### config.mk
export PLATFORM = sky130hd
export DESIGN_NAME = tcp_timer
export DESIGN_NICKNAME = d
export VERILOG_FILES = /design/src/tcp_pkg.sv /design/src/tcp_prescaler.sv /design/src/tcp_timer.sv
export SDC_FILE = /design/constraint.sdc
export NUM_CORES = 1
export LEC_CHECK = 0
export ABC_AREA = 0
export BUFFER_PORTS_ARGS = -buffer_cell sky130_fd_sc_hd__buf_2
export CAP_MARGIN = 20
export CORE_ASPECT_RATIO = 0.5
export CORE_UTILIZATION = 46
export CTS_BUF_LIST = sky130_fd_sc_hd__clkbuf_16
export CTS_CLUSTER_SIZE = 10
export DETAILED_ROUTE_END_ITERATION = 6
export PLACE_DENSITY_LB_ADDON = 0.1
export SYNTH_ARGS = -nofsm -noshare
export SYNTH_HDL_FRONTEND = slang
export SYNTH_SLANG_ARGS = --single-unit
export TNS_END_PERCENT = 30
### constraint.sdc
create_clock -name hclk -period 2.1 [get_ports hclk]
set_clock_uncertainty 0.2 [all_clocks]
set_input_delay 0.42 -clock hclk [delete_from_list [all_inputs] [get_ports hclk]]
set_output_delay 0.42 -clock hclk [all_outputs]
set_load 0.02 [all_outputs]
### src/tcp_pkg.sv
// tcp_pkg: register map, field positions, reset values and timing for the timer/prescaler block
// assumes a 32-bit ahb-lite bus with one register per aligned word
package tcp_pkg;
  // register byte offsets
  localparam logic [7:0] TCP_OFF_COUNT  = 8'h04;  // timer_count, index 01h
  localparam logic [7:0] TCP_OFF_CMP    = 8'h1C;  // comparator_control, index 07h
  localparam logic [7:0] TCP_OFF_CFG    = 8'h20;
  localparam logic [7:0] TCP_OFF_DIR    = 8'h24;
  localparam logic [7:0] TCP_OFF_CMD    = 8'h28;
  localparam logic [7:0] TCP_OFF_STAT   = 8'h2C;
  // timer_config_reg fields
  localparam int TCP_CFG_CSS = 5;
  localparam int TCP_CFG_SES = 4;
  localparam int TCP_CFG_PSA = 3;
  // comparator_control fields
  localparam int TCP_CMP_OUT = 7;
  localparam int TCP_CMP_POD = 6;
  localparam int TCP_CMP_POL = 5;
  localparam int TCP_CMP_CCR = 4;
  localparam int TCP_CMP_ON  = 3;
  // command register bit
  localparam int TCP_CMD_WDCLR = 0;
  // reset values
  localparam logic [7:0] TCP_CFG_RST   = 8'hFF;
  localparam logic [6:0] TCP_CMP_RST   = 7'h7F;
  localparam logic [3:0] TCP_DIR_RST   = 4'hF;
  localparam logic [7:0] TCP_COUNT_RST = 8'h00;
  localparam logic [7:0] TCP_PS_RST    = 8'h00;
  // count pin position within pin_direction
  localparam int TCP_PIN_BIT = 2;
  // write inhibit after a timer_count write
  localparam logic [1:0] TCP_INHIBIT_CYC = 2'd2;
  // prescaler width: the shared 8-bit prescaler
  localparam int TCP_PS_W = 8;
endpackage : tcp_pkg

### src/tcp_prescaler.sv
// tcp_prescaler: 8-bit prescaler counter shared between timer and watchdog
// assumes inc is a one-cycle pulse per source event and clr is synchronous
module tcp_prescaler
  import tcp_pkg::*;
#(
  parameter int W = TCP_PS_W
) (
  // clock and reset
  input  wire logic         hclk,
  input  wire logic         hresetn,
  // control
  input  wire logic         inc,
  input  wire logic         clr,
  input  wire logic [2:0]   ratio,
  // output
  output logic              tick
);
  logic [W-1:0] cnt_ff;
  logic [W-1:0] nxt_cnt;
  logic         tick_ff;

  // divide by 2^(ratio+1): tap bit ratio of the count, pulse on its fall
  always_comb begin
    nxt_cnt = cnt_ff;
    if (clr) begin
      nxt_cnt = TCP_PS_RST[W-1:0];
    end else if (inc) begin
      nxt_cnt = cnt_ff + {{(W-1){1'b0}}, 1'b1};
    end
  end

  always_ff @(posedge hclk or negedge hresetn) begin
    if (!hresetn) begin
      cnt_ff <= TCP_PS_RST[W-1:0];
    end else begin
      cnt_ff <= nxt_cnt;
    end
  end

  always_ff @(posedge hclk or negedge hresetn) begin
    if (!hresetn) begin
      tick_ff <= 1'b0;
    end else begin
      // tap bit falls once per 2^(ratio+1) events, giving a symmetric divider
      tick_ff <= !clr && inc && cnt_ff[ratio] && (nxt_cnt[ratio] == 1'b0);
    end
  end

  assign tick = tick_ff;
endmodule : tcp_prescaler

### src/tcp_timer.sv
// tcp_timer: 8-bit timer/counter with shared prescaler, behind an ahb-lite slave
// assumes ext pin and comparator inputs are synchronous to hclk (one hclk = one phase)
module tcp_timer
  import tcp_pkg::*;
(
  // ahb-lite slave
  input  wire logic        hclk,
  input  wire logic        hresetn,
  input  wire logic        hsel,
  input  wire logic [31:0] haddr,
  input  wire logic [1:0]  htrans,
  input  wire logic        hwrite,
  input  wire logic [2:0]  hsize,
  input  wire logic [31:0] hwdata,
  input  wire logic        hready,
  output logic      [31:0] hrdata,
  output logic             hreadyout,
  output logic             hresp,
  // instruction cycle strobe and comparator result
  input  wire logic        instr_cycle,
  input  wire logic        comparator_raw,
  // count pin, three-signal
  input  wire logic        ext_count_pin_in,
  output logic             ext_count_pin_out,
  output logic             ext_count_pin_oe,
  // watchdog side
  output logic             watchdog_clear,
  output logic             watchdog_tick
);
  // register state
  logic [7:0]  count_ff;
  logic [7:0]  nxt_count;
  logic [7:0]  cfg_ff;
  logic [6:0]  cmp_ff;
  logic [3:0]  dir_ff;
  logic [1:0]  inhibit_ff;
  logic [1:0]  nxt_inhibit;
  // bus data phase
  logic        wr_pend_ff;
  logic [7:0]  wr_addr_ff;
  logic [31:0] hrdata_ff;
  logic [31:0] nxt_rdata;
  // source sampling, one flop per phase
  logic        src_q2_ff;
  logic        src_q4_ff;
  // watchdog side and pin
  logic        wdclr_ff;
  logic        wdtick_ff;
  logic        pin_out_ff;
  logic        pin_oe_ff;
  logic        nxt_pin_oe;
  // bus decode
  logic        addr_phase;
  logic        addr_ok;
  logic        word_xfer;
  logic        rd_req;
  logic        count_wr;
  logic        cfg_wr;
  logic        cmp_wr;
  logic        dir_wr;
  logic        wdclr_wr;
  // control fields
  logic        css;
  logic        ses;
  logic        cmp_on;
  logic        route_cfg;
  logic        pin_off;
  // count path
  logic        cmp_out;
  logic        sel_pin;
  logic        src_lvl;
  logic        src_edge;
  logic        ps_to_timer;
  logic        ps_inc;
  logic        ps_clr;
  logic        ps_tick;
  logic        count_inc;
  logic        inhibit_busy;

  // one compare per register word, shared by write strobes and the map check
  function automatic logic hit(input logic [7:0] a, input logic [7:0] off);
    return a == off;
  endfunction : hit

  // offsets that raise a pending write, the status word included though nothing stores it; anything else is ignored
  function automatic logic is_mapped(input logic [7:0] a);
    return hit(a, TCP_OFF_COUNT) || hit(a, TCP_OFF_CMP) || hit(a, TCP_OFF_CFG) ||
           hit(a, TCP_OFF_DIR) || hit(a, TCP_OFF_CMD) || hit(a, TCP_OFF_STAT);
  endfunction : is_mapped

  // edge of the sampled source; fall picks the falling edge
  function automatic logic edge_of(input logic now, input logic old, input logic fall);
    return fall ? (old && !now) : (!old && now);
  endfunction : edge_of

  // zero wait states: an address phase is taken the edge it is seen
  assign addr_phase = hsel && hready && htrans[1];
  assign addr_ok    = haddr[31:8] == 24'h000000;
  // only whole-word writes are decoded; narrower writes are dropped
  assign word_xfer  = hsize == 3'b010;
  assign rd_req     = addr_phase && !hwrite;

  always_ff @(posedge hclk or negedge hresetn) begin
    if (!hresetn) begin
      wr_pend_ff <= 1'b0;
    end else begin
      wr_pend_ff <= addr_phase && hwrite && addr_ok && word_xfer && is_mapped(haddr[7:0]);
    end
  end

  always_ff @(posedge hclk or negedge hresetn) begin
    if (!hresetn) begin
      wr_addr_ff <= 8'h00;
    end else if (addr_phase) begin
      wr_addr_ff <= haddr[7:0];
    end
  end

  // write data is taken in the data phase, one edge after the address
  assign count_wr = wr_pend_ff && hit(wr_addr_ff, TCP_OFF_COUNT);
  assign cfg_wr   = wr_pend_ff && hit(wr_addr_ff, TCP_OFF_CFG);
  assign cmp_wr   = wr_pend_ff && hit(wr_addr_ff, TCP_OFF_CMP);
  assign dir_wr   = wr_pend_ff && hit(wr_addr_ff, TCP_OFF_DIR);
  assign wdclr_wr = wr_pend_ff && hit(wr_addr_ff, TCP_OFF_CMD) && hwdata[TCP_CMD_WDCLR];

  // configuration registers, one process each
  always_ff @(posedge hclk or negedge hresetn) begin
    if (!hresetn) begin
      cfg_ff <= TCP_CFG_RST;
    end else if (cfg_wr) begin
      cfg_ff <= hwdata[7:0];
    end
  end

  // bit 7 of the comparator word is the live result, so it is not stored
  always_ff @(posedge hclk or negedge hresetn) begin
    if (!hresetn) begin
      cmp_ff <= TCP_CMP_RST;
    end else if (cmp_wr) begin
      cmp_ff <= hwdata[6:0];
    end
  end

  // only the count pin's direction bit matters to this block
  always_ff @(posedge hclk or negedge hresetn) begin
    if (!hresetn) begin
      dir_ff <= TCP_DIR_RST;
    end else if (dir_wr) begin
      dir_ff <= hwdata[3:0];
    end
  end

  assign css       = cfg_ff[TCP_CFG_CSS];
  assign ses       = cfg_ff[TCP_CFG_SES];
  assign cmp_on    = cmp_ff[TCP_CMP_ON];
  assign route_cfg = cmp_ff[TCP_CMP_CCR];
  assign pin_off   = cmp_ff[TCP_CMP_POD];

  // comparator result with polarity; off reads as low
  assign cmp_out = cmp_on && (comparator_raw ~^ cmp_ff[TCP_CMP_POL]);

  // pin only when the route bit is set; with the comparator on and the disable
  // bit clear the comparator drives the pin and its input stays live, so it feeds back
  assign sel_pin = route_cfg;
  assign src_lvl = sel_pin ? ext_count_pin_in : cmp_out;

  // one hclk stands for one phase: q2 then q4
  always_ff @(posedge hclk or negedge hresetn) begin
    if (!hresetn) begin
      src_q2_ff <= 1'b0;
    end else begin
      src_q2_ff <= src_lvl;
    end
  end

  always_ff @(posedge hclk or negedge hresetn) begin
    if (!hresetn) begin
      src_q4_ff <= 1'b0;
    end else begin
      src_q4_ff <= src_q2_ff;
    end
  end

  assign src_edge = edge_of(src_q2_ff, src_q4_ff, ses);

  // one shared prescaler: the timer or the watchdog, never both
  assign ps_to_timer = !cfg_ff[TCP_CFG_PSA];
  assign ps_inc      = (ps_to_timer && css) ? src_edge : instr_cycle;
  assign ps_clr      = (ps_to_timer && count_wr) || (!ps_to_timer && wdclr_wr);

  // prescaler count has no bus path
  tcp_prescaler #(.W(TCP_PS_W)) u_ps (
    .hclk    (hclk),
    .hresetn (hresetn),
    .inc     (ps_inc),
    .clr     (ps_clr),
    .ratio   (cfg_ff[2:0]),
    .tick    (ps_tick)
  );

  // without the prescaler the source feeds the count directly
  assign count_inc = ps_to_timer ? ps_tick : (css ? src_edge : instr_cycle);

  // write inhibit, measured in instruction cycles; software adjusts the
  // written value to make up for the two lost counts
  assign inhibit_busy = inhibit_ff != 2'd0;

  always_comb begin
    nxt_inhibit = inhibit_ff;
    if (count_wr) begin
      nxt_inhibit = TCP_INHIBIT_CYC;
    end else if (instr_cycle && inhibit_busy) begin
      nxt_inhibit = inhibit_ff - 2'd1;
    end
  end

  always_ff @(posedge hclk or negedge hresetn) begin
    if (!hresetn) begin
      inhibit_ff <= 2'd0;
    end else begin
      inhibit_ff <= nxt_inhibit;
    end
  end

  // a bus write wins over an increment in the same cycle
  always_comb begin
    nxt_count = count_ff;
    if (count_wr) begin
      nxt_count = hwdata[7:0];
    end else if (count_inc && !inhibit_busy) begin
      nxt_count = count_ff + 8'h01;
    end
  end

  always_ff @(posedge hclk or negedge hresetn) begin
    if (!hresetn) begin
      count_ff <= TCP_COUNT_RST;
    end else begin
      count_ff <= nxt_count;
    end
  end

  // watchdog pulses: clear command, and a prescaled or raw tick
  always_ff @(posedge hclk or negedge hresetn) begin
    if (!hresetn) begin
      wdclr_ff <= 1'b0;
    end else begin
      wdclr_ff <= wdclr_wr;
    end
  end

  always_ff @(posedge hclk or negedge hresetn) begin
    if (!hresetn) begin
      wdtick_ff <= 1'b0;
    end else begin
      wdtick_ff <= ps_to_timer ? instr_cycle : ps_tick;
    end
  end

  assign watchdog_clear = wdclr_ff;
  assign watchdog_tick  = wdtick_ff;

  // source select takes the pin's direction; otherwise the comparator or
  // the direction register decides
  always_comb begin
    nxt_pin_oe = !dir_ff[TCP_PIN_BIT];
    if (css) begin
      nxt_pin_oe = cmp_on && !pin_off && route_cfg;
    end else if (cmp_on) begin
      nxt_pin_oe = !pin_off;
    end
  end

  always_ff @(posedge hclk or negedge hresetn) begin
    if (!hresetn) begin
      pin_out_ff <= 1'b0;
    end else begin
      pin_out_ff <= cmp_out;
    end
  end

  always_ff @(posedge hclk or negedge hresetn) begin
    if (!hresetn) begin
      pin_oe_ff <= 1'b0;
    end else begin
      pin_oe_ff <= nxt_pin_oe;
    end
  end

  assign ext_count_pin_out = pin_out_ff;
  assign ext_count_pin_oe  = pin_oe_ff;

  // read word chosen in the address phase so hrdata comes from a flop;
  // the prescaler count has no entry in this map
  always_comb begin
    nxt_rdata = 32'h00000000;
    if (addr_ok) begin
      unique case (haddr[7:0])
        TCP_OFF_COUNT: nxt_rdata = {24'h000000, count_ff};
        TCP_OFF_CMP:   nxt_rdata = {24'h000000, cmp_out, cmp_ff};
        TCP_OFF_CFG:   nxt_rdata = {24'h000000, cfg_ff};
        TCP_OFF_DIR:   nxt_rdata = {28'h0000000, dir_ff};
        TCP_OFF_STAT:  nxt_rdata = {30'h00000000, src_q4_ff, inhibit_busy};
        default:       nxt_rdata = 32'h00000000;
      endcase
    end
  end

  always_ff @(posedge hclk or negedge hresetn) begin
    if (!hresetn) begin
      hrdata_ff <= 32'h00000000;
    end else if (rd_req) begin
      hrdata_ff <= nxt_rdata;
    end
  end

  // no wait states and no error answers
  assign hrdata    = hrdata_ff;
  assign hreadyout = 1'b1;
  assign hresp     = 1'b0;
endmodule : tcp_timer

; Yosys cells after proc, flatten, opt, wreduce, memory -nomap -nowiden
; Index checks and enable logic that the tools add are counted.
[totals]
reg_bits = 85
out_inout_bits = 38
[classes]
n_reduce_logical = 44
order_cmp = 1
bitwise_logic = 2
eq_ne = 12
muxes = 20
add_sub_neg = 3
[op_table]
columns = operator, count
row1 = "equality test 8 x 6 -> 1 bit, second input constant", 7
row2 = one-hot mux 8 bit (5 select lines), 1
row3 = two-way mux 32 bit, 1
row4 = two-way mux 8 bit, 4
row5 = logical AND 1 bit, 26
row6 = logical NOT 24 bit, 1
row7 = "adder 8 x 1 -> 8 bit, second input constant", 2
row8 = "equality test 8 x 3 -> 1 bit, second input constant", 2
row9 = "equality test 8 x 5 -> 1 bit, second input constant", 2
row10 = two-way mux 1 bit, 10
row11 = logical NOT 1 bit, 8
row12 = binary-select mux 1 bit (select 3 bit), 2
row13 = logical OR 1 bit, 6
row14 = nonzero test 2 bit, 3
row15 = "< comparator 3 x 4 -> 1 bit, second input constant", 1
row16 = two-way mux 2 bit, 2
row17 = "equality test 3 x 2 -> 1 bit, second input constant", 1
row18 = "subtractor 2 x 1 -> 2 bit, second input constant", 1
row19 = NOT 1 bit, 1
row20 = XNOR 1 bit, 1

; Logic depth before layout (Yosys ltp)
; Gate-level depths: netlist of the first run.
[depth]
word_depth = 10
mapped_depth = 7
depth_no_buf = 7

; Hierarchy
; A second synthesis of the first run with hierarchy kept.
[hier_totals]
hier_cells = 329
area_unflattened_um2 = 3379.5
[by_module_without_submodules]
columns = mod, area_per_inst_um2, cells_each, instances
row1 = tcp_timer, 2819.0, 272, 1
row2 = tcp_prescaler, 560.5, 57, 1

; Worst setup path after synthesis of the first run
; Ideal clock, no wire load.
[synth_path]
path_type = input to register
from = input haddr[1]
to = register hrdata_ff[4] (netlist: hrdata[4])
setup_slack_ns = 0.036
t_arrival_ns = 1.789
setup_time_ns = 0.075
t_required_ns = 1.825
path_buffers = 1
path_stages = 4
path_cell_list = or4_4 or4b_1 buf_6 o21ai_2
[synth_via]
elab_chain_cells = 3
[synth_lines]
columns = item, line
row1 = from (decl), tcp_timer.sv:10  ; input wire logic [31:0] haddr,
row2 = "equality test 8 x 6 -> 1 bit, or another cell as far along", tcp_timer.sv:298  ; unique case (haddr[7:0])
row3 = one-hot mux 8 bit (5 select lines) *, tcp_timer.sv:298
row4 = two-way mux 32 bit *, tcp_timer.sv:297  ; if (addr_ok) begin
row5 = to (signal assigned), tcp_timer.sv:313  ; hrdata_ff <= nxt_rdata;
row6 = to (decl), tcp_timer.sv:41  ; logic [31:0] hrdata_ff;
; Mark *: on every way between the ends. The rest lies on a longest branch, timed or not.
; A chain may end at the register's enable or synchronous reset.

; Worst setup path after layout of the first run
[layout_path]
from = register src_q4_ff
to = register u_ps.tick_ff (netlist: u_ps.tick)
[layout_via]
elab_chain_cells = 10
[layout_lines]
columns = item, line
row1 = from (decl), tcp_timer.sv:45  ; logic src_q4_ff;
row2 = from (signal assigned), tcp_timer.sv:180  ; src_q4_ff <= src_q2_ff;
row3 = logical NOT 1 bit, tcp_timer.sv:93  ; return fall ? (old && !now) : (!old && now);
row4 = logical AND 1 bit, tcp_timer.sv:93
row5 = two-way mux 1 bit *, tcp_timer.sv:93
row6 = two-way mux 1 bit *, tcp_timer.sv:188  ; assign ps_inc = (ps_to_timer && css) ? src_edge : instr_cycle;
row7 = two-way mux 8 bit, tcp_prescaler.sv:27  ; end else if (inc) begin
row8 = two-way mux 8 bit, tcp_prescaler.sv:25  ; if (clr) begin
row9 = binary-select mux 1 bit (select 3 bit), tcp_prescaler.sv:45  ; tick_ff <= !clr && inc && cnt_ff[ratio] && (nxt_cnt[ratio] == 1'b0);
row10 = two-way mux 1 bit (not written as such), tcp_prescaler.sv:45
row11 = NOT 1 bit, tcp_prescaler.sv:45
row12 = logical AND 1 bit *, tcp_prescaler.sv:45
row13 = to (signal assigned), tcp_prescaler.sv:45
row14 = to (decl), tcp_prescaler.sv:20  ; logic tick_ff;
; Mark *: on every way between the ends. The rest lies on a longest branch, timed or not. The select of a mux whose other input is x is not followed.

==> impl_metrics.env, run 1 <==
export IMPL_status="finished clean"
export IMPL_final_cells=523
export IMPL_io_pins=115
export IMPL_rows=21
export IMPL_endpoint_kind="register"
export IMPL_wl_per_cell_microns=15.3
export IMPL_cp_cell_sequence="or3b_2 -> and3_1 -> or4_1 -> a21oi_2"
export IMPL_syn_area_per_cell_sq_um=10.3
export IMPL_portBuffers=63
export IMPL_placed_cells_incl_taps=506
export IMPL_cts_tree="yes"
export IMPL_die_x_microns=124
export IMPL_cp_num_buf_inv=0
export IMPL_grt_max_degree=62
export IMPL_yosys_warnings=0
export IMPL_antenna_found_initial=0
export IMPL_maxCapViolations=0
export IMPL_path_max_fanout=4
export IMPL_firstDrtPassIters=4
export IMPL_clk_pin_slew_ps=50
export IMPL_p_leak_nw=1.97
export IMPL_setup_tns_ps=0
export IMPL_drive_gt1_share_pct=39.9
export IMPL_fp_dieH_microns=62.8
export IMPL_drc=0
export IMPL_start_util_pct=49.3
export IMPL_critPathSlowestCell="or4_1"
export IMPL_cp_start_kind="register"
export IMPL_path_class="register to register"
export IMPL_arrival_ps=2110
export IMPL_grt_pass1_wl_microns=13200
export IMPL_ys_seq_elements=61
export IMPL_fin_util_pct=61.4
export IMPL_nets=506
export IMPL_clock_path_buffers=2
export IMPL_ys_async_sr_fraction_pct=100
export IMPL_syn_inst=330
export IMPL_hold_path_class="primary input to register"
export IMPL_viasPerCell=5.25
export IMPL_gr_total_overflow=0
export IMPL_ys_types=54
export IMPL_syn2layout_area_growth_pct=24.5
export IMPL_core_sq_um=6910
export IMPL_cp_data_required_time_ps=2150
export IMPL_drt_iter0_drc=121
export IMPL_track_usage_pct=22.9
export IMPL_worstSkewPairLatency_ps=330
export IMPL_power_density_nw_per_um2=795
export IMPL_clock_sinks=61
export IMPL_cts_made_buffers=9
export IMPL_ir_drop_uv=720
export IMPL_cpLargestDelayFamily="simple AND/OR/NAND/NOR gates"
export IMPL_rsz0062_at_grt="yes"
export IMPL_synth_main_ff_cell="dfrtp_1"
export IMPL_worst_pin_slew_ps=524
export IMPL_vias=2745
export IMPL_fin_crit_ps=2060
export IMPL_synth_area_sq_um=3400
export IMPL_hold_viol_final=0
export IMPL_grt_pass1_vias=2816
export IMPL_htreeDepth=3
export IMPL_slowest_delay_ps=550
export IMPL_gp_congestion=0.860
export IMPL_diodes=0
export IMPL_root_buffer="clkbuf_16"
export IMPL_antenna_left=0
export IMPL_fmax_mhz=486
export IMPL_drv_slew=0
export IMPL_die_area_sq_um=7770
export IMPL_setup_violations=0
export IMPL_fin_crit_sh_pct=98.0
export IMPL_final_cell_mix="buf_2, dfrtp_1, buf_4, nand2_1, mux2_2"
export IMPL_mostFrequentLayoutCell="buf_2"
export IMPL_drt_wl_total_microns=8020
export IMPL_synth_seq_area_share_pct=45.5
export IMPL_place_hpwl_microns=6070
export IMPL_slew_limit_headroom_pct=65.1
export IMPL_synth_edf_count=0
## metal layers
layer  wire length [microns]  up-vias  global-route usage, %
met4                     108        0                   7.83
met1                    3550     1315                   29.4
met3                     560       10                   6.84
met5                       0        -                      0
li1                        -     1335                      -
met2                    3800       85                   36.8
## state kept, by name (all words and copies together) (netlist names)
name and flops:
cmp_ff 7, src_q2_ff 1, wr_addr_ff 8, u_ps.cnt_ff 8, cfg_ff 8, u_ps.tick 1, ext_count_pin_oe 1, inhibit_ff 2
count_ff 8, watchdog_tick 1, src_q4_ff 1, wr_pend_ff 1, dir_ff 4, watchdog_clear 1, hrdata 8, ext_count_pin_out 1
## cells by family (layout without fill, tap and decap cells)
family                     count (synthesis)  count (layout)  synth area share, %
adders and majority gates                  4               4                 1.40
xor gates and xnor gates                  16              16                 4.12
other                                      2              26                0.221
buffers and inverters                     44             121                 8.01
muxes                                     34              34                 11.0
and+or+nand+nor                          113             113                 18.0
AOI/OAI and AO/OA                         56              56                 11.8
DFF                                       61              61                 45.5
## synth_stat cells, drive strengths merged, types with 3 or more instances
| cell type | number | area [sq um] |
|---|---|---|
| o2111ai | 4 | 35.0 |
| a221oi | 5 | 43.8 |
| nor3 | 6 | 35.0 |
| mux2 | 27 | 304 |
| o2bb2ai | 3 | 26.3 |
| o21ai | 16 | 110 |
| a31oi | 3 | 18.8 |
| nor2 | 24 | 90.1 |
| clkbuf | 6 | 22.5 |
| buf | 30 | 220 |
| and2 | 3 | 18.8 |
| and3 | 3 | 18.8 |
| nand3b | 3 | 22.5 |
| mux2i | 7 | 70.1 |
| ha | 3 | 37.5 |
| a21oi | 14 | 70.1 |
| nand2b | 4 | 25.0 |
| nand2 | 27 | 101 |
| xor2 | 10 | 87.6 |
| nand4 | 6 | 37.5 |
| dfstp | 19 | 499 |
| nand3 | 8 | 40.0 |
| nor2b | 7 | 43.8 |
| a222oi | 3 | 30.0 |
| inv | 8 | 30.0 |
| xnor2 | 6 | 52.6 |
| dfrtp | 42 | 1050 |
| nor4 | 11 | 83.8 |
## worst reg2reg max path, delay by kind of cell, from the launching register on
family	cells	cell delay [ps]
and+or+nand+nor	3	1260
AOI/OAI and AO/OA	1	150
DFF	1	370
## report_power, final
group,switching (mW),internal (mW),total [mW],leakage [nW]
logic,0.347,0.289,0.636,1.11
clock network,0.479,0.769,1.25,0.138
registers,0.157,1.33,1.49,0.725
## per-stage QoR
| step | setup WS (ps) | instance area (sq um) | power (mW) | hold slack, ps |
|---|---|---|---|---|
| floorplan | 36.1 | 3490 | 1.93 | -75.6 |
| global placement | -123 | 3960 | 2.08 | 177 |
| detailed placement | -152 | 3960 | 2.12 | 184 |
| CTS | 24.0 | 4220 | 3.38 | 137 |
| global route | -30.2 | 4240 | 3.57 | 142 |
| finish | 41.2 | 4240 | 3.37 | 137 |
## layout make-up
| cell class | count | area [sq um] |
|---|---|---|
| Timing Repair Buffer | 97 | 598 |
| Clock buffer | 9 | 225 |
| Fill cell | 592 | 2670 |
| Tap cell | 92 | 115 |
| Clock inverter | 7 | 28.8 |
| Sequential cell | 61 | 1550 |
| Inverter | 8 | 30.0 |
| Multi-Input combinational cell | 249 | 1690 |
## final timing paths
| check | slack [ps] | end | depth (start not counted) | startpoint |
|---|---|---|---|---|
| max in group asynchronous | 950 | cmp_ff[2] | 3 | hresetn |
| worst min register to register | 190 | src_q4_ff | 0 | src_q2_ff |
| min in group asynchronous | 430 | u_ps.cnt_ff[5] | 3 | hresetn |
| worst max register to register | 40 | u_ps.tick | 4 | src_q4_ff |
| worst max-delay path | 40 | u_ps.tick | 4 | src_q4_ff |
| worst min-delay path | 140 | src_q2_ff | 3 | ext_count_pin_in |
## what timing repair did
item / in CTS / in global routing
endpoints found under the hold margin: 42 / 0
resized for setup: 0 / 5
hold buffers: 1 / 0
setup buffers: 0 / 0
setup endpoints to repair: 0 / 5
Note: power is estimated with default switching activity, not from simulation.
==> run 2: changes to the inputs <==
- ABC_AREA: 0 -> 1
==> run 2 against run 1 <==
- via count is 15% higher
- largest power group unchanged
- sequential share of layout area is 0.16 points lower
- design area is 0.44% higher
- worst hold slack worse by 29 ps
- register-to-register slack better by 90 ps
- worst setup slack better by 86 ps
==> impl_metrics.env, run 2 <==
export IMPL_vias=3162
export IMPL_yosys_warnings=0
export IMPL_ir_drop_uv=465
export IMPL_worst_pin_slew_ps=496
export IMPL_antenna_found_initial=0
export IMPL_synth_seq_area_share_pct=43.0
export IMPL_root_buffer="clkbuf_16"
export IMPL_mostFrequentLayoutCell="nand2_1"
export IMPL_final_cells=649
export IMPL_syn_inst=460
export IMPL_synth_area_sq_um=3600
export IMPL_track_usage_pct=22.8
export IMPL_drt_wl_total_microns=8480
export IMPL_endpoint_kind="register"
export IMPL_portBuffers=63
export IMPL_clock_sinks=61
export IMPL_fp_dieH_microns=64.6
export IMPL_diodes=0
export IMPL_synth_top_area_cell="dfrtp_1"
export IMPL_gp_congestion=0.829
export IMPL_path_max_fanout=10
export IMPL_clk_pin_slew_ps=50
export IMPL_path_class="register to register"
export IMPL_hold_slack_ps=108
export IMPL_syn_area_per_cell_sq_um=7.83
export IMPL_fillCellCount=744
export IMPL_fmax_mhz=507
export IMPL_ys_types=39
export IMPL_cts_tree="yes"
export IMPL_hold_path_class="primary input to register"
export IMPL_slew_limit_headroom_pct=66.8
export IMPL_firstDrtPassIters=5
export IMPL_start_util_pct=48.3
export IMPL_core_sq_um=7460
export IMPL_nets=616
export IMPL_synth_edf_count=0
export IMPL_ys_async_sr_fraction_pct=100
export IMPL_place_hpwl_microns=6540
export IMPL_r2r_cells=13
export IMPL_hold_viol_final=0
export IMPL_netlist_top_cells_count="nand2_1, inv_1, dfrtp_1"
export IMPL_grt_pass1_wl_microns=14000
export IMPL_die_area_sq_um=8210
export IMPL_htreeDepth=3
export IMPL_power_density_nw_per_um2=875
export IMPL_fin_crit_sh_pct=94.0
export IMPL_whs_path_depth=3
export IMPL_yosysTopAreaCellShare_pct=29.2
export IMPL_yosysMostFrequentCell="nand2_1"
export IMPL_drive_gt1_share_pct=24.0
export IMPL_status="finished clean"
export IMPL_io_pins=115
export IMPL_drv_slew=0
export IMPL_syn2layout_area_growth_pct=18.2
export IMPL_grt_max_degree=62
export IMPL_drt_iter0_drc=149
export IMPL_rows=22
export IMPL_maxCapViolations=0
export IMPL_setup_violations=0
export IMPL_cp_data_required_time_ps=2120
export IMPL_fin_crit_ps=1970
export IMPL_power_total_mw=3.73
export IMPL_die_x_microns=127
export IMPL_final_cell_mix="nand2_1, inv_1, buf_2, dfrtp_1"
export IMPL_clock_path_buffers=2
export IMPL_p_leak_nw=2.36
export IMPL_rsz0062_at_grt="yes"
export IMPL_cp_start_kind="register"
export IMPL_worstSkewPairLatency_ps=330
export IMPL_placed_cells_incl_taps=632
export IMPL_wl_per_cell_microns=13.1
export IMPL_arrival_ps=1990
export IMPL_ys_seq_elements=61
export IMPL_drc=0
export IMPL_viasPerCell=4.87
export IMPL_gr_total_overflow=0
export IMPL_antenna_left=0
export IMPL_cts_made_buffers=9
export IMPL_synth_main_ff_cell="dfrtp_1"
export IMPL_synthTopCellsByArea="dfrtp_1, dfstp_2, nand2_1"
export IMPL_grt_pass1_vias=2807
-- run 2: where the power goes --
part           total [mW]  internal (mW)  switching (mW)
clock                1.25          0.767           0.485
sequential           1.54           1.37           0.165
combinational       0.939          0.358           0.581
total                3.73           2.50            1.23
-- run 2: cell families (layout without fill, tap and decap cells) --
family | after synthesis | in the layout | share of synthesized area [%]
simple gates | 200 | 200 | 26.6
fa+ha+maj | 3 | 3 | 1.04
compound gates | 76 | 76 | 12.8
buf+inv | 110 | 167 | 14.4
other cells | 2 | 26 | 0.208
xor+xnor | 8 | 8 | 1.94
flops | 61 | 61 | 43.0
-- run 2: critical path: stages (launching register included) --
cell	delay, ps
dfstp_2	530
inv_1	50
nand2_1	60
nand2_1	50
nand2_1	100
nand2_2	170
nand2_4	140
inv_2	60
nand2_1	50
nand3_1	100
nand2_1	80
nand3_1	70
a21oi_1	120
nor2_1	60
-- run 2: area by class of cell --
type	count	area (sq um)	share of cell area, %
multi-input cells	313	1630	38.3
flip-flops and latches	61	1550	36.4
repair buffers	71	390	9.17
inverters	80	300	7.05
clock buffers	9	225	5.29
well taps	108	135	3.17
clock inverters	7	27.5	0.646
-- run 2: path summary, 6_finish.rpt --
kind,slack (ps),from,end
setup reg to reg,130,cfg_ff[4],u_ps.tick
hold / removal,110,ext_count_pin_in,src_q2_ff
hold reg to reg,210,src_q2_ff,src_q4_ff
setup / recovery,130,cfg_ff[4],u_ps.tick
max in group asynchronous,950,hresetn,cfg_ff[3]
min in group asynchronous,410,hresetn,wr_addr_ff[6]
-- run 2: stage by stage --
| stage | utilization [%] | cell area, sq um | worst slack, ps | TNS (ps) |
|---|---|---|---|---|
| 2_1_floorplan | - | 3690 | 390 | 0 |
| 3_3_place_gp | 53.5 | 3990 | 114 | 0 |
| 3_5_place_dp | 53.5 | 3990 | 67.7 | 0 |
| 4_1_cts | 57.0 | 4250 | 134 | 0 |
| 5_1_grt | 57.1 | 4260 | -54.2 | -54.2 |
| 6_report | 57.1 | 4260 | 127 | 0 |
-- run 2: metal layers --
| layer | up-vias | track usage, % | part of all wire [%] |
|---|---|---|---|
| li1 | 1603 | - | - |
| met1 | 1460 | 33.2 | 50 |
| met2 | 95 | 33.6 | 44 |
| met3 | 4 | 6.44 | 6.5 |
| met4 | 0 | 4.76 | 0.34 |
| met5 | - | 0 | 0 |
-- run 2: repair_timing --
| item | 4_1_cts | 5_1_grt |
|---|---|---|
| setup buffers | 0 | 0 |
| gates resized for setup | 0 | 1 |
| hold buffers | 1 | 0 |
| setup endpoints to repair | 0 | 3 |
| hold endpoints to repair | 42 | 0 |
